<file path="src/hw/cc_tx_pkg.sv">
`default_nettype none
package cc_tx_pkg;
	localparam int unsigned CLK_HZ          = 25_000_000;
	localparam int unsigned LINE_HZ         = 64_000;
	localparam int unsigned SUB_PER_BIT     = 8;
	localparam int unsigned SUB_HZ          = LINE_HZ * SUB_PER_BIT;
	localparam logic [24:0] NCO_MOD         = 25'(CLK_HZ);
	localparam logic [24:0] NCO_STEP        = 25'(SUB_HZ);
	localparam logic [2:0]  SUB_LAST        = 3'(SUB_PER_BIT - 1);
	localparam logic [2:0]  HIGH_SUBS_58    = 3'h5;
	localparam logic [2:0]  HIGH_SUBS_50    = 3'h4;
	localparam logic [2:0]  VIOL_BIT        = 3'h7;
	localparam int unsigned LOW_PERIOD_BITS = 160;
	localparam int unsigned BITS_PER_BYTE   = 8;
	localparam logic [4:0]  LOW_LAST        = 5'(LOW_PERIOD_BITS / BITS_PER_BYTE - 1);
	localparam logic [4:0]  LOW_REMOVE_SLOT = 5'h00;
	localparam logic        DUTY_58         = 1'b1;
	localparam logic        FORMAT_CC       = 1'b0;
	localparam int unsigned BYTE_WINDOW_US  = 500;
	localparam int unsigned LOW_WINDOW_MS   = 5;
	localparam int unsigned BYTE_WINDOW_CYC = BYTE_WINDOW_US * (CLK_HZ / 1_000_000);
	localparam int unsigned LOW_WINDOW_CYC  = LOW_WINDOW_MS * (CLK_HZ / 1_000);
	typedef enum logic [1:0] {
		REF_OTHER     = 2'h0,
		REF_INPUT_ONE = 2'h1,
		REF_INPUT_TWO = 2'h3
	} ref_sel_t;
endpackage
`default_nettype wire

</file>
<file path="src/hw/cc_marker_if.sv">
`timescale 1ns/100ps
`default_nettype none
interface cc_marker_if;
	logic bpvSeen;
	logic removedSeen;
	logic byteMissing;
	logic lowMissing;
	modport mon (output bpvSeen, output removedSeen, output byteMissing, output lowMissing);
	modport use_side (input bpvSeen, input removedSeen, input byteMissing, input lowMissing);
endinterface
`default_nettype wire

</file>
<file path="src/hw/cc_marker_monitor.sv">
`timescale 1ns/100ps
`default_nettype none
module cc_marker_monitor #(
	parameter int unsigned BYTE_WINDOW = cc_tx_pkg::BYTE_WINDOW_CYC,
	parameter int unsigned LOW_WINDOW  = cc_tx_pkg::LOW_WINDOW_CYC
) (
	input  wire logic     clk,
	input  wire logic     rst,
	input  wire logic     violIn,
	input  wire logic     removedIn,
	cc_marker_if.mon      mk
);
	localparam int unsigned BW = $clog2(BYTE_WINDOW + 1);
	localparam int unsigned LW = $clog2(LOW_WINDOW + 1);

	typedef struct packed {
		logic [2:0]    vSync;
		logic [2:0]    rSync;
		logic          vLvl;
		logic          rLvl;
		logic [BW-1:0] byteCnt;
		logic [LW-1:0] lowCnt;
		logic          byteMissing;
		logic          lowMissing;
		logic          bpvSeen;
		logic          removedSeen;
	} mon_state_t;

	mon_state_t state_reg;
	mon_state_t state_next;

	always_comb
	begin
		state_next = state_reg;
		state_next.vSync = {state_reg.vSync[1:0], violIn};
		state_next.rSync = {state_reg.rSync[1:0], removedIn};
		// level changes only once stages two and three agree
		if (state_reg.vSync[1] == state_reg.vSync[2])
			state_next.vLvl = state_reg.vSync[2];
		if (state_reg.rSync[1] == state_reg.rSync[2])
			state_next.rLvl = state_reg.rSync[2];
		state_next.bpvSeen = state_next.vLvl & ~state_reg.vLvl;
		state_next.removedSeen = state_next.rLvl & ~state_reg.rLvl;
		// a marker in the same cycle as window expiry keeps the flag clear
		if (state_next.bpvSeen)
		begin
			state_next.byteCnt = '0;
			state_next.byteMissing = 1'b0;
		end
		else if (state_reg.byteCnt == BW'(BYTE_WINDOW - 1))
			state_next.byteMissing = 1'b1;
		else
			state_next.byteCnt = state_reg.byteCnt + BW'(1);
		if (state_next.removedSeen)
		begin
			state_next.lowCnt = '0;
			state_next.lowMissing = 1'b0;
		end
		else if (state_reg.lowCnt == LW'(LOW_WINDOW - 1))
			state_next.lowMissing = 1'b1;
		else
			state_next.lowCnt = state_reg.lowCnt + LW'(1);
	end

	always_ff @(posedge clk or posedge rst)
	begin
		if (rst)
			state_reg <= '0;
		else
			state_reg <= state_next;
	end

	assign mk.bpvSeen     = state_reg.bpvSeen;
	assign mk.removedSeen = state_reg.removedSeen;
	assign mk.byteMissing = state_reg.byteMissing;
	assign mk.lowMissing  = state_reg.lowMissing;
endmodule
`default_nettype wire

</file>
<file path="src/hw/composite_clock_transmitter.sv">
`timescale 1ns/100ps
`default_nettype none
// Contract
// - output enable drives or releases the differential output pair
// - duty select picks half-period or five-eighths pulse width
// - suppress-byte-marker removes the violation every eighth cycle
// - align output violations to selected composite input violations
// - low-rate enable removes one violation every 160 cycles
// - align low-rate removals to those of the selected input
// - otherwise derive low-rate removal by dividing own byte markers
// - low-rate enable ignored while byte marker suppressed
// - bipolar AMI, return to zero, five-eighths default form
// - 64kHz line rate with byte-marking violation at 8kHz
// - input byte marker missing after 500us without violation
// - input low-rate marker missing after 5ms without removal
module composite_clock_transmitter #(
	parameter int unsigned BYTE_WINDOW = cc_tx_pkg::BYTE_WINDOW_CYC,
	parameter int unsigned LOW_WINDOW  = cc_tx_pkg::LOW_WINDOW_CYC
) (
	input  wire logic                 clk,
	input  wire logic                 rst,
	input  wire logic                 ccOutEnable,
	input  wire logic                 ccDutySelect,
	input  wire logic                 suppressByteMarker,
	input  wire logic                 lowRateMarkerEnable,
	input  wire cc_tx_pkg::ref_sel_t  refSelect,
	input  wire logic [1:0]           inputFormatSelect,
	input  wire logic [1:0]           ccInViolation,
	input  wire logic [1:0]           ccInRemoved,
	output logic                      ccOutPositive,
	output logic                      ccOutNegative,
	output logic                      ccOutDriveEnable,
	output logic [1:0]                inputByteMarkerMissing,
	output logic [1:0]                inputLowRateMarkerMissing
);
	// nco is the phase accumulator of the sub-bit enable; lowCnt counts bytes of the low-rate period
	typedef struct packed {
		logic [24:0] nco;
		logic [2:0]  sub;
		logic [2:0]  bitCnt;
		logic [4:0]  lowCnt;
		logic        lastPol;
		logic        outPos;
		logic        outNeg;
		logic        drive;
	} tx_state_t;

	tx_state_t state_reg;
	tx_state_t state_next;

	// both monitors always run, so their flags are current when the reference changes
	cc_marker_if mk [2] ();

	genvar gi;
	generate
		for (gi = 0; gi < 2; gi++)
		begin : g_mon
			cc_marker_monitor #(
				.BYTE_WINDOW (BYTE_WINDOW),
				.LOW_WINDOW  (LOW_WINDOW)
			) u_mon (
				.clk       (clk),
				.rst       (rst),
				.violIn    (ccInViolation[gi]),
				.removedIn (ccInRemoved[gi]),
				.mk        (mk[gi])
			);
		end
	endgenerate

	logic [1:0] bpvSeen;
	logic [1:0] removedSeen;
	logic [1:0] byteMissing;
	logic [1:0] lowMissing;
	assign bpvSeen     = {mk[1].bpvSeen, mk[0].bpvSeen};
	assign removedSeen = {mk[1].removedSeen, mk[0].removedSeen};
	assign byteMissing = {mk[1].byteMissing, mk[0].byteMissing};
	assign lowMissing  = {mk[1].lowMissing, mk[0].lowMissing};
	assign inputByteMarkerMissing    = byteMissing;
	assign inputLowRateMarkerMissing = lowMissing;

	// one-hot pick of the selected composite input, zero when none
	function automatic logic [1:0] refPick(input cc_tx_pkg::ref_sel_t sel);
		logic [1:0] pick;
		pick = 2'h0;
		if (sel == cc_tx_pkg::REF_INPUT_ONE)
			pick = 2'h1;
		else if (sel == cc_tx_pkg::REF_INPUT_TWO)
			pick = 2'h2;
		return pick;
	endfunction

	// high sub-phases per bit for the chosen duty form
	function automatic logic [2:0] highSubsFor(input logic dutySel);
		logic [2:0] n;
		n = cc_tx_pkg::HIGH_SUBS_50;
		if (dutySel == cc_tx_pkg::DUTY_58)
			n = cc_tx_pkg::HIGH_SUBS_58;
		return n;
	endfunction

	// an input in plain clock format carries no markers to align to
	logic [1:0] inIsCc;
	generate
		for (gi = 0; gi < 2; gi++)
		begin : g_fmt
			assign inIsCc[gi] = (inputFormatSelect[gi] == cc_tx_pkg::FORMAT_CC);
		end
	endgenerate

	logic [1:0] pick;
	logic       refIsCc;
	logic       align8;
	logic       align400;
	logic       hit8;
	logic       hit400;
	logic       lowActive;

	// alignment needs the picked input in composite form with its markers present
	always_comb
	begin
		pick = refPick(refSelect);
		refIsCc = |(pick & inIsCc);
		align8 = refIsCc && !(|(pick & byteMissing));
		align400 = align8 && !(|(pick & lowMissing));
		hit8 = align8 && (|(pick & bpvSeen));
		lowActive = lowRateMarkerEnable && !suppressByteMarker;
		hit400 = align400 && lowActive && (|(pick & removedSeen));
	end

	logic       subTick;
	logic       newBit;
	logic       isViol;
	logic       pol;
	logic [2:0] highSubs;
	logic [25:0] ncoSum;
	logic       byteSlot;
	logic       lowSlot;

	always_comb
	begin
		state_next = state_reg;
		subTick = 1'b0;
		newBit = 1'b0;
		isViol = 1'b0;
		pol = state_reg.lastPol;
		byteSlot = 1'b0;
		lowSlot = 1'b0;
		// fractional divider: 512kHz sub-bit enable from 25MHz, no drift
		ncoSum = {1'b0, state_reg.nco} + {1'b0, cc_tx_pkg::NCO_STEP};
		if (ncoSum >= {1'b0, cc_tx_pkg::NCO_MOD})
		begin
			state_next.nco = 25'(ncoSum - {1'b0, cc_tx_pkg::NCO_MOD});
			subTick = 1'b1;
		end
		else
			state_next.nco = ncoSum[24:0];
		if (subTick)
		begin
			state_next.sub = state_reg.sub + 3'h1;
			if (state_reg.sub == cc_tx_pkg::SUB_LAST)
			begin
				newBit = 1'b1;
				state_next.bitCnt = state_reg.bitCnt + 3'h1;
				if (state_reg.bitCnt == cc_tx_pkg::VIOL_BIT)
				begin
					// byte divider yields the low-rate slot when not aligned
					if (state_reg.lowCnt == cc_tx_pkg::LOW_LAST)
						state_next.lowCnt = 5'h00;
					else
						state_next.lowCnt = state_reg.lowCnt + 5'h01;
				end
			end
		end
		// an input marker restarts the bit at once as the byte-marker bit, so the jump can reach 7 bits
		if (hit8 || hit400)
		begin
			state_next.nco = '0;
			state_next.sub = 3'h0;
			state_next.bitCnt = cc_tx_pkg::VIOL_BIT;
			newBit = 1'b1;
			if (hit400)
				state_next.lowCnt = cc_tx_pkg::LOW_REMOVE_SLOT;
		end
		if (newBit)
		begin
			byteSlot = (state_next.bitCnt == cc_tx_pkg::VIOL_BIT);
			// the removal slot falls on a byte marker, so it exists only with them
			lowSlot = lowActive && (state_next.lowCnt == cc_tx_pkg::LOW_REMOVE_SLOT);
			isViol = byteSlot && !suppressByteMarker && !lowSlot;
			pol = isViol ? state_reg.lastPol : ~state_reg.lastPol;
			state_next.lastPol = pol;
		end
		highSubs = highSubsFor(ccDutySelect);
		// a released pair is held low too, so re-enabling never replays a stale mark
		state_next.outPos = 1'b0;
		state_next.outNeg = 1'b0;
		// return to zero after the high sub-phases of every bit
		if (ccOutEnable && (state_next.sub < highSubs))
		begin
			state_next.outPos = pol;
			state_next.outNeg = !pol;
		end
		state_next.drive = ccOutEnable;
	end

	// every output is a flip-flop so the line never sees decode glitches
	always_ff @(posedge clk or posedge rst)
	begin
		if (rst)
			state_reg <= '0;
		else
			state_reg <= state_next;
	end

	assign ccOutPositive    = state_reg.outPos;
	assign ccOutNegative    = state_reg.outNeg;
	assign ccOutDriveEnable = state_reg.drive;
endmodule
`default_nettype wire

</file>
<file path="config.mk">
export PLATFORM = sky130hd
export DESIGN_NAME = composite_clock_transmitter
export DESIGN_NICKNAME = d
export VERILOG_FILES = /design/src/hw/cc_tx_pkg.sv /design/src/hw/cc_marker_if.sv /design/src/hw/cc_marker_monitor.sv /design/src/hw/composite_clock_transmitter.sv
export SDC_FILE = /design/constraint.sdc
export NUM_CORES = 1
export LEC_CHECK = 0
export CORE_ASPECT_RATIO = 1.75
export CORE_MARGIN = 8
export CORE_UTILIZATION = 35
export DETAILED_ROUTE_END_ITERATION = 8
export DONT_BUFFER_PORTS = 1
export PLACE_DENSITY = 0.48
export SLEW_MARGIN = 20
export SYNTH_ARGS = -nofsm -noshare
export SYNTH_HDL_FRONTEND = slang
export SYNTH_HIERARCHICAL = 1
export SYNTH_SLANG_ARGS = --single-unit
export TNS_END_PERCENT = 1
</file>
<file path="constraint.sdc">
create_clock -name clk -period 4.3 [get_ports clk]
set_input_delay 0.43 -clock clk [delete_from_list [all_inputs] [get_ports clk]]
set_output_delay 0.43 -clock clk [all_outputs]
set_load 0.01 [all_outputs]
</file>
* Word level (Yosys, flattened, before mapping)
Index checks and enable logic that the tools add are counted.
Storage, ports and cells: logic and storage cells 136, memories kept 0, bits in writable memories 0, register bits 126, bits in latches 0, bits in read-only memories 0
Operators by class: reduce and logical (&&, ||, !) cells 26, multiplexer cells 37, shift-type cells 0, add/subtract/negate cells 9, $mul 0, bitwise operators 16, order comparisons 2, div/mod/pow operators 0, equal/unequal tests 18
Operators by type and width (count):
- $mux 17 | 4
- $mux 14 | 4
- $mux 36 | 1
- $add 17x1->17 const B | 2
- $eq 17x17->1 const B | 2
- $add 14x1->14 const B | 2
- $eq 14x14->1 const B | 2
- $add 25x19->26 const B | 1
- $ge 26x25->1 const B | 1
- $mux 25 | 1
- $sub 25x25->25 const B | 1
- $mux 1 | 19
- $mux 5 | 3
- $mux 11 | 1
- $and 2x2->2 | 5
- $logic_and 1x1->1 | 10
- $reduce_or 2->1 | 5
- $eq 3x3->1 const B | 3
- $mux 8 | 1
- $ne 2x1->1 const B | 4
- $reduce_bool 2->1 | 4
- $not 1->1 | 7
- $add 3x1->3 const B | 2
- $mux 2 | 3
- 10 further kinds | 20

* Logic depth before layout (Yosys ltp)
Gate-level depths: netlist of run 1.
depth after elaboration 20, gate-level depth with buffers 12

* Modules after synthesis
The synthesis of run 1 kept the hierarchy.
By module, submodules not included:
- cc_marker_monitor | cells an instance 188, instances 2, area each 1959.4 µm², seq. area each 1076.0 µm²
- composite_clock_transmitter | cells an instance 258, instances 1, area each 2336.0 µm², seq. area each 850.8 µm²

* Worst setup path before layout of run 1
Ideal clock, no wire load.
path kind register to register, start reg state_reg[27] (netlist name), end reg state_reg, in the netlist ccOutNegative, data required time 4.181 ns, stages on the path, launching flop included 12, period minus slack after synthesis 3.149 ns, setup slack 1.151 ns, arrival time 3.030 ns, cell sequence dfrtp_1 ha_1 buf_2 nor3_1 a21oi_1 xor2_1 nand4_4 o21a_4 o31a_1 or2_0 a221o_1 o21ba_1
RTL lines:
- end signal: assignment | RTL line composite_clock_transmitter.sv:213 | state_reg <= state_next;
- end: declaration | RTL line composite_clock_transmitter.sv:48 | tx_state_t state_reg;

==> summary.txt, run 1 <==
Synth
  – Post-synth top flop: dfrtp_1
  – Area leader, netlist: dfrtp_1
  – Syn Nets: between 600 and 700
  – Post-synth EDFFs: 0
  – Yosys Warn Count: 6
  – Sequential share of the synthesized area: 48.01%
  – Synth area leaders: dfrtp_1 (48%), nor2_1 (5.0%), xor2_1 (4.9%), xnor2_1 (4.3%), nand2_1 (3.2%)
  – #FFs+latches synth: 120
  – Mapped Area: 6255 µm²
  – Cell variety after synth: 71
  – Post-Synthesis Cells: 634
  – Share of flip-flops with an asynchronous set or reset: between 90% and 100%
  – Post-synth top area share: 48.01%
  – Synthesized area per cell: 9.866 µm²

Worst setup path
  – Cell family with the largest share of critical-path delay: compound AO/OA/AOI/OAI gates
  – Setup CP Type: reg2reg
  – CP startpoint kind: register
  – Worst EP required: 4.61 ns
  – CP Capture Type: register
  – Worst EP arrival: 3.75 ns
  – Critical Path, Cell by Cell: ha_1 > nor3_1 > a21oi_1 > xor2_1 > nand4_4 > o21a_4 > o31a_1 > or2_0 > a221o_1 > o21ba_1
  – Buf/Inv on CP: 0
  – Slowest cell on crit path: dfrtp_1
  – Crit-path max FO: 15
  – Crit-path max cell delay: around 0.47 ns

Timing
  – Fin. max-slew vios: 0
  – Final setup fails: 0
  – Final hold slack: roughly 0.020 ns
  – Final Hold Viols: 0
  – Fmax: 0.2899 GHz
  – Worst Skew: slightly below 0.007 ns
  – Tmin final: 3.449 ns
  – Relative slew slack: approximately two fifths
  – Worst slew pin tran: between 0.8 and 0.9 ns
  – Final Cycle Share: 80.21%
  – Setup repair after global routing missed its margin: false
  – Setup TNS: 0 ns

Floorplan
  – Row count: between 60 and 70
  – CORE AREA: 17540 µm²
  – Die Wd: between 100 and 150 µm
  – IO Count: 21
  – Die Area: 22570 µm²
  – Initial Utilization: 35.67%
  – Die Ht: just under 200 µm

Drt
  – Final wirelength: 13.21 mm
  – Drt drc: 0
  – DR pass1 iterations: 5
  – Post-route ant nets: 0
  – DRT iter0 DRCs: 195
  – Drt wl/cell: 14.96 µm
  – Via density: 5.190
  – Via count: 4583

Global routing
  – Antenna violations before repair: 0
  – Vias in the first global route: 4796
  – Grt total ovfl: 0
  – First-pass GRT wire length: 22.78 mm
  – Maximum number of pins on one net before global-route repair: 44
  – Total track usage: about an eighth

Clock network
  – Clock-pin slew on the worst setup and hold paths: 0.05 ns
  – TritonCTS clock tree: yes
  – H-tree depth: 4
  – CTS root buffer: clkbuf_16
  – Skew-Pair Late Insertion Delay: 0.42 ns
  – # hold bufs at CTS: 0
  – Resized cells post-CTS: 0
  – Clock Sinks: 120
  – Clk buf depth: 2
  – Post-CTS setup buffer count: 0
  – CTS Buf Count: 17

Layout
  – Fraction of layout cells with a size suffix above 1: under 10%
  – Syn-to-layout area delta: 12.46%
  – Number of flip-flops in the largest register: 70
  – Antenna Cells: 0
  – Final nets: 667

Power and ir drop
  – Leakage power: approximately 3.0 nW
  – PD cells: 590.5 nW/µm²
  – Peak VDD IR: 286.4 µV

Placement
  – Buffers on Ports: 0
  – Detail Placement HPWL: 9.326 mm
  – GPL Wtd Cong: 0.8081

Hold path
  – Worst hold path type: in2async

Run status
  – Status: complete, no violations

Job
  – Maxcap violations: 0
power by group:
part           switching [mW]  internal [mW]  leakage [nW]
Sequential              0.312           1.37          1.53
Clock                   0.487          0.831         0.265
Combinational           0.662          0.493          1.21
Total                    1.46           2.69          3.00
cells in the mapped netlist (3+ instances only):
cell	n
a21oi_1	32
nor2_1	84
and2_1	5
o211ai_1	4
o21ai_0	17
nand2b_1	9
o31ai_1	3
clkbuf_1	7
a211o_1	4
nor4_1	8
ha_1	13
xor2_1	35
nand4_1	21
or4_1	4
a211oi_1	4
nand3_1	21
inv_1	23
buf_4	4
nand3b_1	3
and3_1	6
a21boi_0	4
nor2b_1	3
or3_1	11
nand2_1	54
dfrtp_1	120
nor3_1	14
a31oi_1	4
mux2i_1	8
xnor2_1	31
or2_2	3
nor4b_1	5
o22ai_1	3
and4_1	11
path summary, 6_finish.rpt:
kind / slack [ns] / depth (start not counted) / endpoint / from
min reg2reg: 0.35 / 0 / g_mon[1].u_mon/state_next[42]$_DFF_PP0_ / g_mon[1].u_mon/state_next[41]$_DFF_PP0_
min in group clk: 0.04 / 0 / g_mon[1].u_mon/state_next[38]$_DFF_PP0_ / ccInRemoved[1]
max: 0.85 / 10 / ccOutNegative$_DFF_PP0_ / state_reg[27]$_DFF_PP0_
max reg2reg: 0.85 / 10 / ccOutNegative$_DFF_PP0_ / state_reg[27]$_DFF_PP0_
max in group asynchronous: 3.65 / 1 / g_mon[1].u_mon/mk.lowMissing$_DFFE_PP0P_ / rst
min: 0.02 / 2 / state_reg[28]$_DFF_PP0_ / rst
stage by stage:
step	total power, mW	utilization, %	instances	area [µm²]	worst slack, ns
after floorplan	2.563	-	634	6255	1.151
after global placement	2.829	36.97	852	6484	0.9442
after detailed placement	2.855	36.97	852	6484	0.8531
after CTS	4.213	40.11	883	7034	0.8416
after global routing	4.444	40.11	883	7034	0.5301
final	4.153	40.11	883	7034	0.8510
layer usage:
metal  vias up  track usage (%)  share of wire (%)
met5         -                0                  0
met4         0            6.934                2.7
met3        24            3.573                3.6
met2        56            23.16                 53
met1      2248            13.47                 41
li1       2255                -                  -
layout make-up:
type / instances / area, µm²
well taps: 231 / 289.0
clock inverters: 8 / 72.57
multi-input cells: 473 / 3068
flip-flops and latches: 120 / 3003
clock buffers: 23 / 478.0
repair buffers: 5 / 37.54
inverters: 23 / 86.33
fillers: 1746 / 10500
layout by cell type (no fill, tap or decap), types with 5 or more instances in the layout:
cell type,Yosys,routed
clkbuf_16,0,17
nor4b_1,5,5
ha_1,13,13
nor3_1,14,14
nand2b_1,9,9
o21ai_0,17,17
nor4_1,8,8
nand4_1,21,21
or3_1,11,11
a21oi_1,32,31
dfrtp_1,120,120
nand3_1,21,21
xor2_1,35,35
nand2_1,54,54
inv_1,23,22
and2_1,5,5
and4_1,11,11
and3_1,6,6
nor2_1,84,84
xnor2_1,31,31
mux2i_1,8,8
buf_4,4,5
kinds of logic after synthesis:
group	count (synthesis)	synth area share [%]
adders and majority gates	15	2.921
muxes	11	1.820
xor gates and xnor gates	67	9.502
AOI/OAI and AO/OA	97	10.64
and+or+nand+nor	283	24.10
buffers and inverters	41	3.001
DFF	120	48.01
(Power assumes the default switching activity.)
==> run 2: changes to the inputs <==
- PLACE_DENSITY: 0.48 -> 0.5
- clock period: 4.3 -> 3 ns (I/O delays scaled with it)
==> run 2 against run 1 <==
Count of clock-buffer cells in the layout decreased by 1. Core utilization grew 2.3 points. Total power increased by 57%. Flip-flop and latch count unchanged. Global-route usage is 0.57 points higher. First-iteration DRC count rose by 19%. Design area is 5.7% higher. Clock skew grew 0.0029 ns. Largest cell class unchanged.
==> summary.txt, run 2 (synthesis gave the netlist of run 1 again) <==
Run status
  – Status: complete, no violations

Hold path
  – Worst hold path type: in2reg
  – Hold path start: ccOutEnable
  – Hold depth: 3

Power and ir drop
  – Internal: 4.292 mW (+59%)
  – Clock Power Share: 31.6% (about the same)
  – Peak VDD IR: 490.4 µV (+71%)
  – NetSw: 2.212 mW (+51%)
  – Sequential power share: 36.4% (-4.1 points)
  – PD cells: 874.4 nW/µm² (+48%)
  – Logic gate share of total power: 31.9% (+4.1 points)
  – Sw Share: 34.01% (-1.2 points)
  – Leakage power: 3.212 nW (+7.0%)

Layout
  – Final nets: 704 (+5.5%)
  – Number of flip-flops in the largest register: 70 (unchanged)
  – Leading cell type in the layout, fill and taps excluded: dfrtp_1
  – Util after Layout: 42.42% (+2.3 points)
  – Most frequent cells in the layout: dfrtp_1 (120), nor2_1 (84), nand2_1 (54)
  – Syn-to-layout area delta: 18.92%
  – Fraction of layout cells with a size suffix above 1: 14.10% (+5.4 points)
  – Antenna Cells: 0 (unchanged)

Clock network
  – CTS Buf Count: 17 (unchanged)
  – Clock-pin slew on the worst setup and hold paths: 0.06 ns (about the same)
  – TritonCTS clock tree: yes
  – Skew-Pair Late Insertion Delay: 0.41 ns (about the same)
  – H-tree depth: 4 (unchanged)
  – CTS root buffer: clkbuf_16
  – Clk buf depth: 2 (unchanged)
  – Clock Sinks: 120 (unchanged)

Floorplan
  – IO Count: 21 (unchanged)
  – Die Wd: 117.1 µm (unchanged)
  – Initial Utilization: 35.67% (unchanged)
  – Die Ht: 192.8 µm (unchanged)
  – Die Area: 22570 µm² (unchanged)
  – Row count: 64 (unchanged)
  – CORE AREA: 17540 µm² (unchanged)

Worst setup path
  – Worst EP arrival: 3.22 ns (-0.53 ns)
  – Worst EP required: 3.31 ns (-1.30 ns)
  – CP Depth: 10 (unchanged)
  – Critical Path, Cell by Cell: nand4_1 > a211o_1 > a21oi_2 > nand4_4 > buf_4 > o22ai_2 > mux2_2 > o211ai_1 > mux2_4 > o21ba_1
  – Reg2Reg Launch Point: state_reg[37]$_DFF_PP0_
  – Crit-path max cell delay: 0.47 ns (about the same)
  – Cell family with the largest share of critical-path delay: compound AO/OA/AOI/OAI gates
  – CP startpoint kind: register
  – Slowest cell on crit path: dfrtp_1
  – R2R depth: 10 (unchanged)
  – CP Capture Type: register
  – CP Launch Point: state_reg[37]$_DFF_PP0_
  – Setup CP Type: reg2reg
  – Crit-path max FO: 5 (-10)
  – Buf/Inv on CP: 1 (+1)

Timing
  – Relative slew slack: 46.08% (+5.9 points)
  – Worst slew pin tran: 0.8079 ns (-0.08795 ns)
  – Setup repair after global routing missed its margin: false
  – Fmax: 0.3434 GHz (+18%)
  – Final Hold Viols: 0 (unchanged)
  – Final setup fails: 0 (unchanged)
  – Fin. max-slew vios: 0 (unchanged)
  – Worst Skew: 0.009614 ns (+0.002884 ns)
  – Setup TNS: 0 ns (unchanged)
  – Final hold slack: 0.1198 ns (+0.09937 ns)
  – Tmin final: 2.912 ns (-0.5372 ns)
  – Final Cycle Share: 97.06% (+17 points)

Drt
  – Post-route ant nets: 0 (unchanged)
  – Via density: 5.203 (+0.25%)
  – Drt drc: 0 (unchanged)
  – DRT iter0 DRCs: 232 (+19%)
  – Drt wl/cell: 15.21 µm (+1.7%)
  – DR pass1 iterations: 4 (-1)
  – Final wirelength: 13.98 mm (+5.8%)
  – Via count: 4782 (+4.3%)

Global routing
  – Grt total ovfl: 0 (unchanged)
  – Vias in the first global route: 4927 (+2.7%)
  – Total track usage: 13.60% (+0.57 points)
  – First-pass GRT wire length: 23.74 mm (+4.2%)
  – Antenna violations before repair: 0 (unchanged)
  – Maximum number of pins on one net before global-route repair: 44 (unchanged)

Placement
  – Buffers on Ports: 0 (unchanged)
  – Detail Placement HPWL: 10.15 mm (+8.9%)
  – GPL Wtd Cong: 0.9126 (+13%)

Job
  – Maxcap violations: 0 (unchanged)
==> run 2: final cells by class <==
cell class | instances | area, µm²
fillers | 1707 | 10100
multi-input cells | 473 | 3134
flip-flops and latches | 120 | 3003
clock buffers | 22 | 474.2
repair buffers | 42 | 330.3
well taps | 231 | 289.0
clock inverters | 8 | 121.4
inverters | 23 | 86.33
==> run 2: path summary, 6_finish.rpt <==
check                                                           end  slack (ns)
min in group asynchronous    g_mon[1].u_mon/state_reg[39]$_DFF_PP0_        0.39
setup reg to reg                            ccOutNegative$_DFF_PP0_        0.09
hold / removal                              ccOutPositive$_DFF_PP0_        0.12
hold reg to reg             g_mon[1].u_mon/state_next[39]$_DFF_PP0_        0.35
max in group asynchronous  g_mon[1].u_mon/state_reg[13]$_DFFE_PP0P_        1.90
setup / recovery                            ccOutNegative$_DFF_PP0_        0.09
==> run 2: power groups by stage <==
stage | registers [mW] | logic [mW] | clock network, mW
floorplan | 2.29 | 1.40 | 0
global placement | 2.36 | 1.98 | 0
detailed placement | 2.38 | 2.02 | 0
CTS | 2.36 | 2.04 | 2.12
global route | 2.42 | 2.34 | 2.18
finish | 2.37 | 2.08 | 2.06
==> run 2: tightest hold or removal path: cells and delay by family <==
family	cells	cell delay, ns
compound gates	1	0.06
buf+inv	1	0.11
simple gates	1	0.03
==> run 2: routing by layer <==
layer  vias to the layer above  global-route usage (%)  part of all wire [%]
met5                         -                       0                     0
met4                         0                   7.925                   2.9
met3                        21                   3.353                   2.7
met2                        53                   24.43                    55
met1                      2382                   13.81                    39
li1                       2326                       -                     -
==> run 2: metrics by stage <==
step | instances | total power, mW | setup slack [ns] | cell area (µm²)
2_1_floorplan | 634 | 3.687 | 0.03363 | 6267
3_3_place_gp | 880 | 4.346 | 0.04486 | 6706
3_5_place_dp | 880 | 4.398 | 0.02119 | 6706
4_1_cts | 916 | 6.517 | 0.006942 | 7362
5_1_grt | 919 | 6.938 | 0.005980 | 7438
6_report | 919 | 6.504 | 0.08815 | 7438
==> run 2: what timing repair did <==
action,CTS,global route
setup buffers,0,3
endpoints found under the setup margin,0,6
endpoints found under the hold margin,92,0
hold buffers,6,0
resized for setup,0,13
==> run 3: changes to the inputs <==
- CAP_MARGIN: default -> 20
- CORE_UTILIZATION: 35 -> 40
- PLACE_DENSITY: 0.5 -> default
- PLACE_DENSITY_LB_ADDON: default -> 0.05
==> run 3 against run 2 <==
The flow now finishes with violations (negative hold slack). Combinational power hardly changed. First-iteration DRC count shrank 47%. Register-to-register slack lost 0.06 ns. Global-route usage grew 0.86 points. Critical path depth decreased by 1. Sequential power about the same. Core utilization grew 5.9 points. Wire length is 0.64% lower. Worst hold slack lost 0.14 ns. Flip-flop and latch count unchanged. Sequential share of layout area increased by 0.25 points. Critical path type unchanged.
==> summary.txt, run 3 (synthesis gave the netlist of run 1 again) <==
Run status
  – Status: complete, but fails checks
  – Violated checks: negative hold slack

Power and ir drop
  – Total power: 6.445 mW (-0.91%)
  – PD cells: 871.9 nW/µm² (-0.29%)
  – Leakage power: 3.216 nW (+0.12%)
  – Peak VDD IR: 410.4 µV (-16%)

Clock network
  – Clk buf depth: 2 (unchanged)
  – CTS root buffer: clkbuf_16
  – H-tree depth: 4 (unchanged)
  – TritonCTS clock tree: yes
  – Clock Sinks: 120 (unchanged)
  – Clock-pin slew on the worst setup and hold paths: 0.05 ns (about the same)
  – Skew-Pair Late Insertion Delay: 0.41 ns (about the same)
  – CTS Buf Count: 17 (unchanged)

Global routing
  – First-pass GRT wire length: 24.16 mm (+1.8%)
  – Vias in the first global route: 4984 (+1.2%)
  – Grt total ovfl: 0 (unchanged)
  – Total track usage: 14.46% (+0.86 points)
  – Antenna violations before repair: 0 (unchanged)
  – Maximum number of pins on one net before global-route repair: 44 (unchanged)

Placement
  – GPL Wtd Cong: 0.8279 (-9.3%)
  – Buffers on Ports: 0 (unchanged)
  – Detail Placement HPWL: 9.835 mm (-3.1%)
  – Post-DP Area: 6650 µm² (-0.84%)

Worst setup path
  – Crit-path max FO: 5 (unchanged)
  – Setup CP Type: reg2reg
  – Crit-path max cell delay: 0.51 ns (+0.04 ns)
  – Worst EP arrival: 3.26 ns (+0.04 ns)
  – CP startpoint kind: register
  – Slowest cell on crit path: a2111oi_4
  – Critical Path, Cell by Cell: a2111oi_4 > and4_1 > o221a_4 > nand4_4 > o21a_4 > o31a_1 > or2_1 > a221o_1 > o21ba_1
  – Worst EP required: 3.29 ns (-0.02 ns)
  – CP Capture Type: register

Timing
  – Setup repair after global routing missed its margin: true
  – Final hold slack: -0.02444 ns (-0.1442 ns)
  – Worst Skew: 0.008105 ns (-0.001509 ns)
  – Final Cycle Share: 98.91% (+1.9 points)
  – Final Hold Viols: 25 (+25)
  – Relative slew slack: 37.15% (-8.9 points)
  – Final setup fails: 0 (unchanged)
  – Tmin final: 2.967 ns (+0.05551 ns)
  – Fin. max-slew vios: 0 (unchanged)
  – Worst slew pin tran: 0.9428 ns (+0.1348 ns)
  – Fmax: 0.3370 GHz (-1.9%)

Floorplan
  – Initial Utilization: 40.84% (+5.2 points)
  – IO Count: 21 (unchanged)
  – Die Area: 20050 µm² (-11%)
  – CORE AREA: 15310 µm² (-13%)
  – Die Ht: 181.4 µm (-5.9%)
  – Die Wd: 110.5 µm (-5.6%)
  – Row count: 60 (-6.3%)

Layout
  – Leading cell type in the layout, fill and taps excluded: dfrtp_1
  – Fraction of layout cells with a size suffix above 1: 14.91% (+0.81 points)
  – Fill cells: 1480 (-13%)
  – Antenna Cells: 0 (unchanged)
  – Number of flip-flops in the largest register: 70 (unchanged)
  – Final nets: 707 (+0.43%)
  – Non-Filler Cell Area, Final: 7392 µm² (-0.62%)
  – Most frequent cells in the layout: dfrtp_1 (120), nor2_1 (83), nand2_1 (54)
  – Syn-to-layout area delta: 18.18%

Drt
  – DR pass1 iterations: 6 (+2)
  – Via count: 4810 (+0.59%)
  – Drt drc: 0 (unchanged)
  – Post-route ant nets: 0 (unchanged)
  – Via density: 5.485 (+5.4%)
  – DRT iter0 DRCs: 123 (-47%)
  – Drt wl/cell: 15.84 µm (+4.1%)
  – Final wirelength: 13.89 mm (-0.64%)

Job
  – Maxcap violations: 0 (unchanged)

Hold path
  – Worst hold path type: in2async
[run 3: metrics by stage]
step	setup WS (ns)	utilization, %	std cells	setup TNS (ns)
floorplan	0.03363	-	634	0
global placement	-0.02773	43.42	835	-0.02773
detailed placement	-0.06215	43.42	835	-0.08865
CTS	0.006585	47.74	874	0
global route	-0.07782	48.27	877	-0.1317
finish	0.03264	48.27	877	0
[run 3: final timing paths]
path	depth (start not counted)	from	end	slack, ns
min	1	rst	g_mon[1].u_mon/mk.removedSeen$_DFF_PP0_	-0.02
max reg2reg	9	state_reg[27]$_DFF_PP0_	ccOutNegative$_DFF_PP0_	0.03
min in group clk	2	ccOutEnable	ccOutPositive$_DFF_PP0_	0.04
min reg2reg	0	g_mon[1].u_mon/state_next[38]$_DFF_PP0_	g_mon[1].u_mon/state_next[39]$_DFF_PP0_	0.35
max in group asynchronous	3	rst	g_mon[0].u_mon/state_reg[20]$_DFFE_PP0P_	1.77
max	9	state_reg[27]$_DFF_PP0_	ccOutNegative$_DFF_PP0_	0.03
[run 3: worst max-delay path: cells and delay by family, from the launching register on]
family / cells / cell delay, ns
simple gates: 3 / 0.64
flops: 1 / 0.46
compound gates: 6 / 1.76
[run 3: power by group]
part           switching, mW  total (mW)  internal, mW
clock network          0.710        1.98          1.27
registers              0.409        2.37          1.96
logic                   1.11        2.09         0.980
[run 3: what timing repair did]
action / in CTS / in global routing
hold buffers: 6 / 0
buffers inserted: 3 / 3
endpoints found under the hold margin: 52 / 0
pin swaps: 8 / 8
resized for setup: 3 / 14
setup endpoints to repair: 2 / 5
[run 3: final cells by class]
cell class / instances / area [µm²] / area share, %
multi-input combinational: 473 / 3142 / 42.50
sequential: 120 / 3003 / 40.62
clock buffer: 22 / 474.2 / 6.415
timing repair buffer: 45 / 356.6 / 4.824
tap: 186 / 232.7 / 3.148
clock inverter: 8 / 97.59 / 1.320
inverter: 23 / 86.33 / 1.168
[run 3: routing by layer]
metal | up-vias | track usage [%] | share of wire [%]
li1 | 2332 | - | -
met3 | 19 | 3.069 | 2.2
met2 | 61 | 26.48 | 55
met5 | - | 0 | 0
met1 | 2398 | 15.66 | 41
met4 | 0 | 5.761 | 1.8
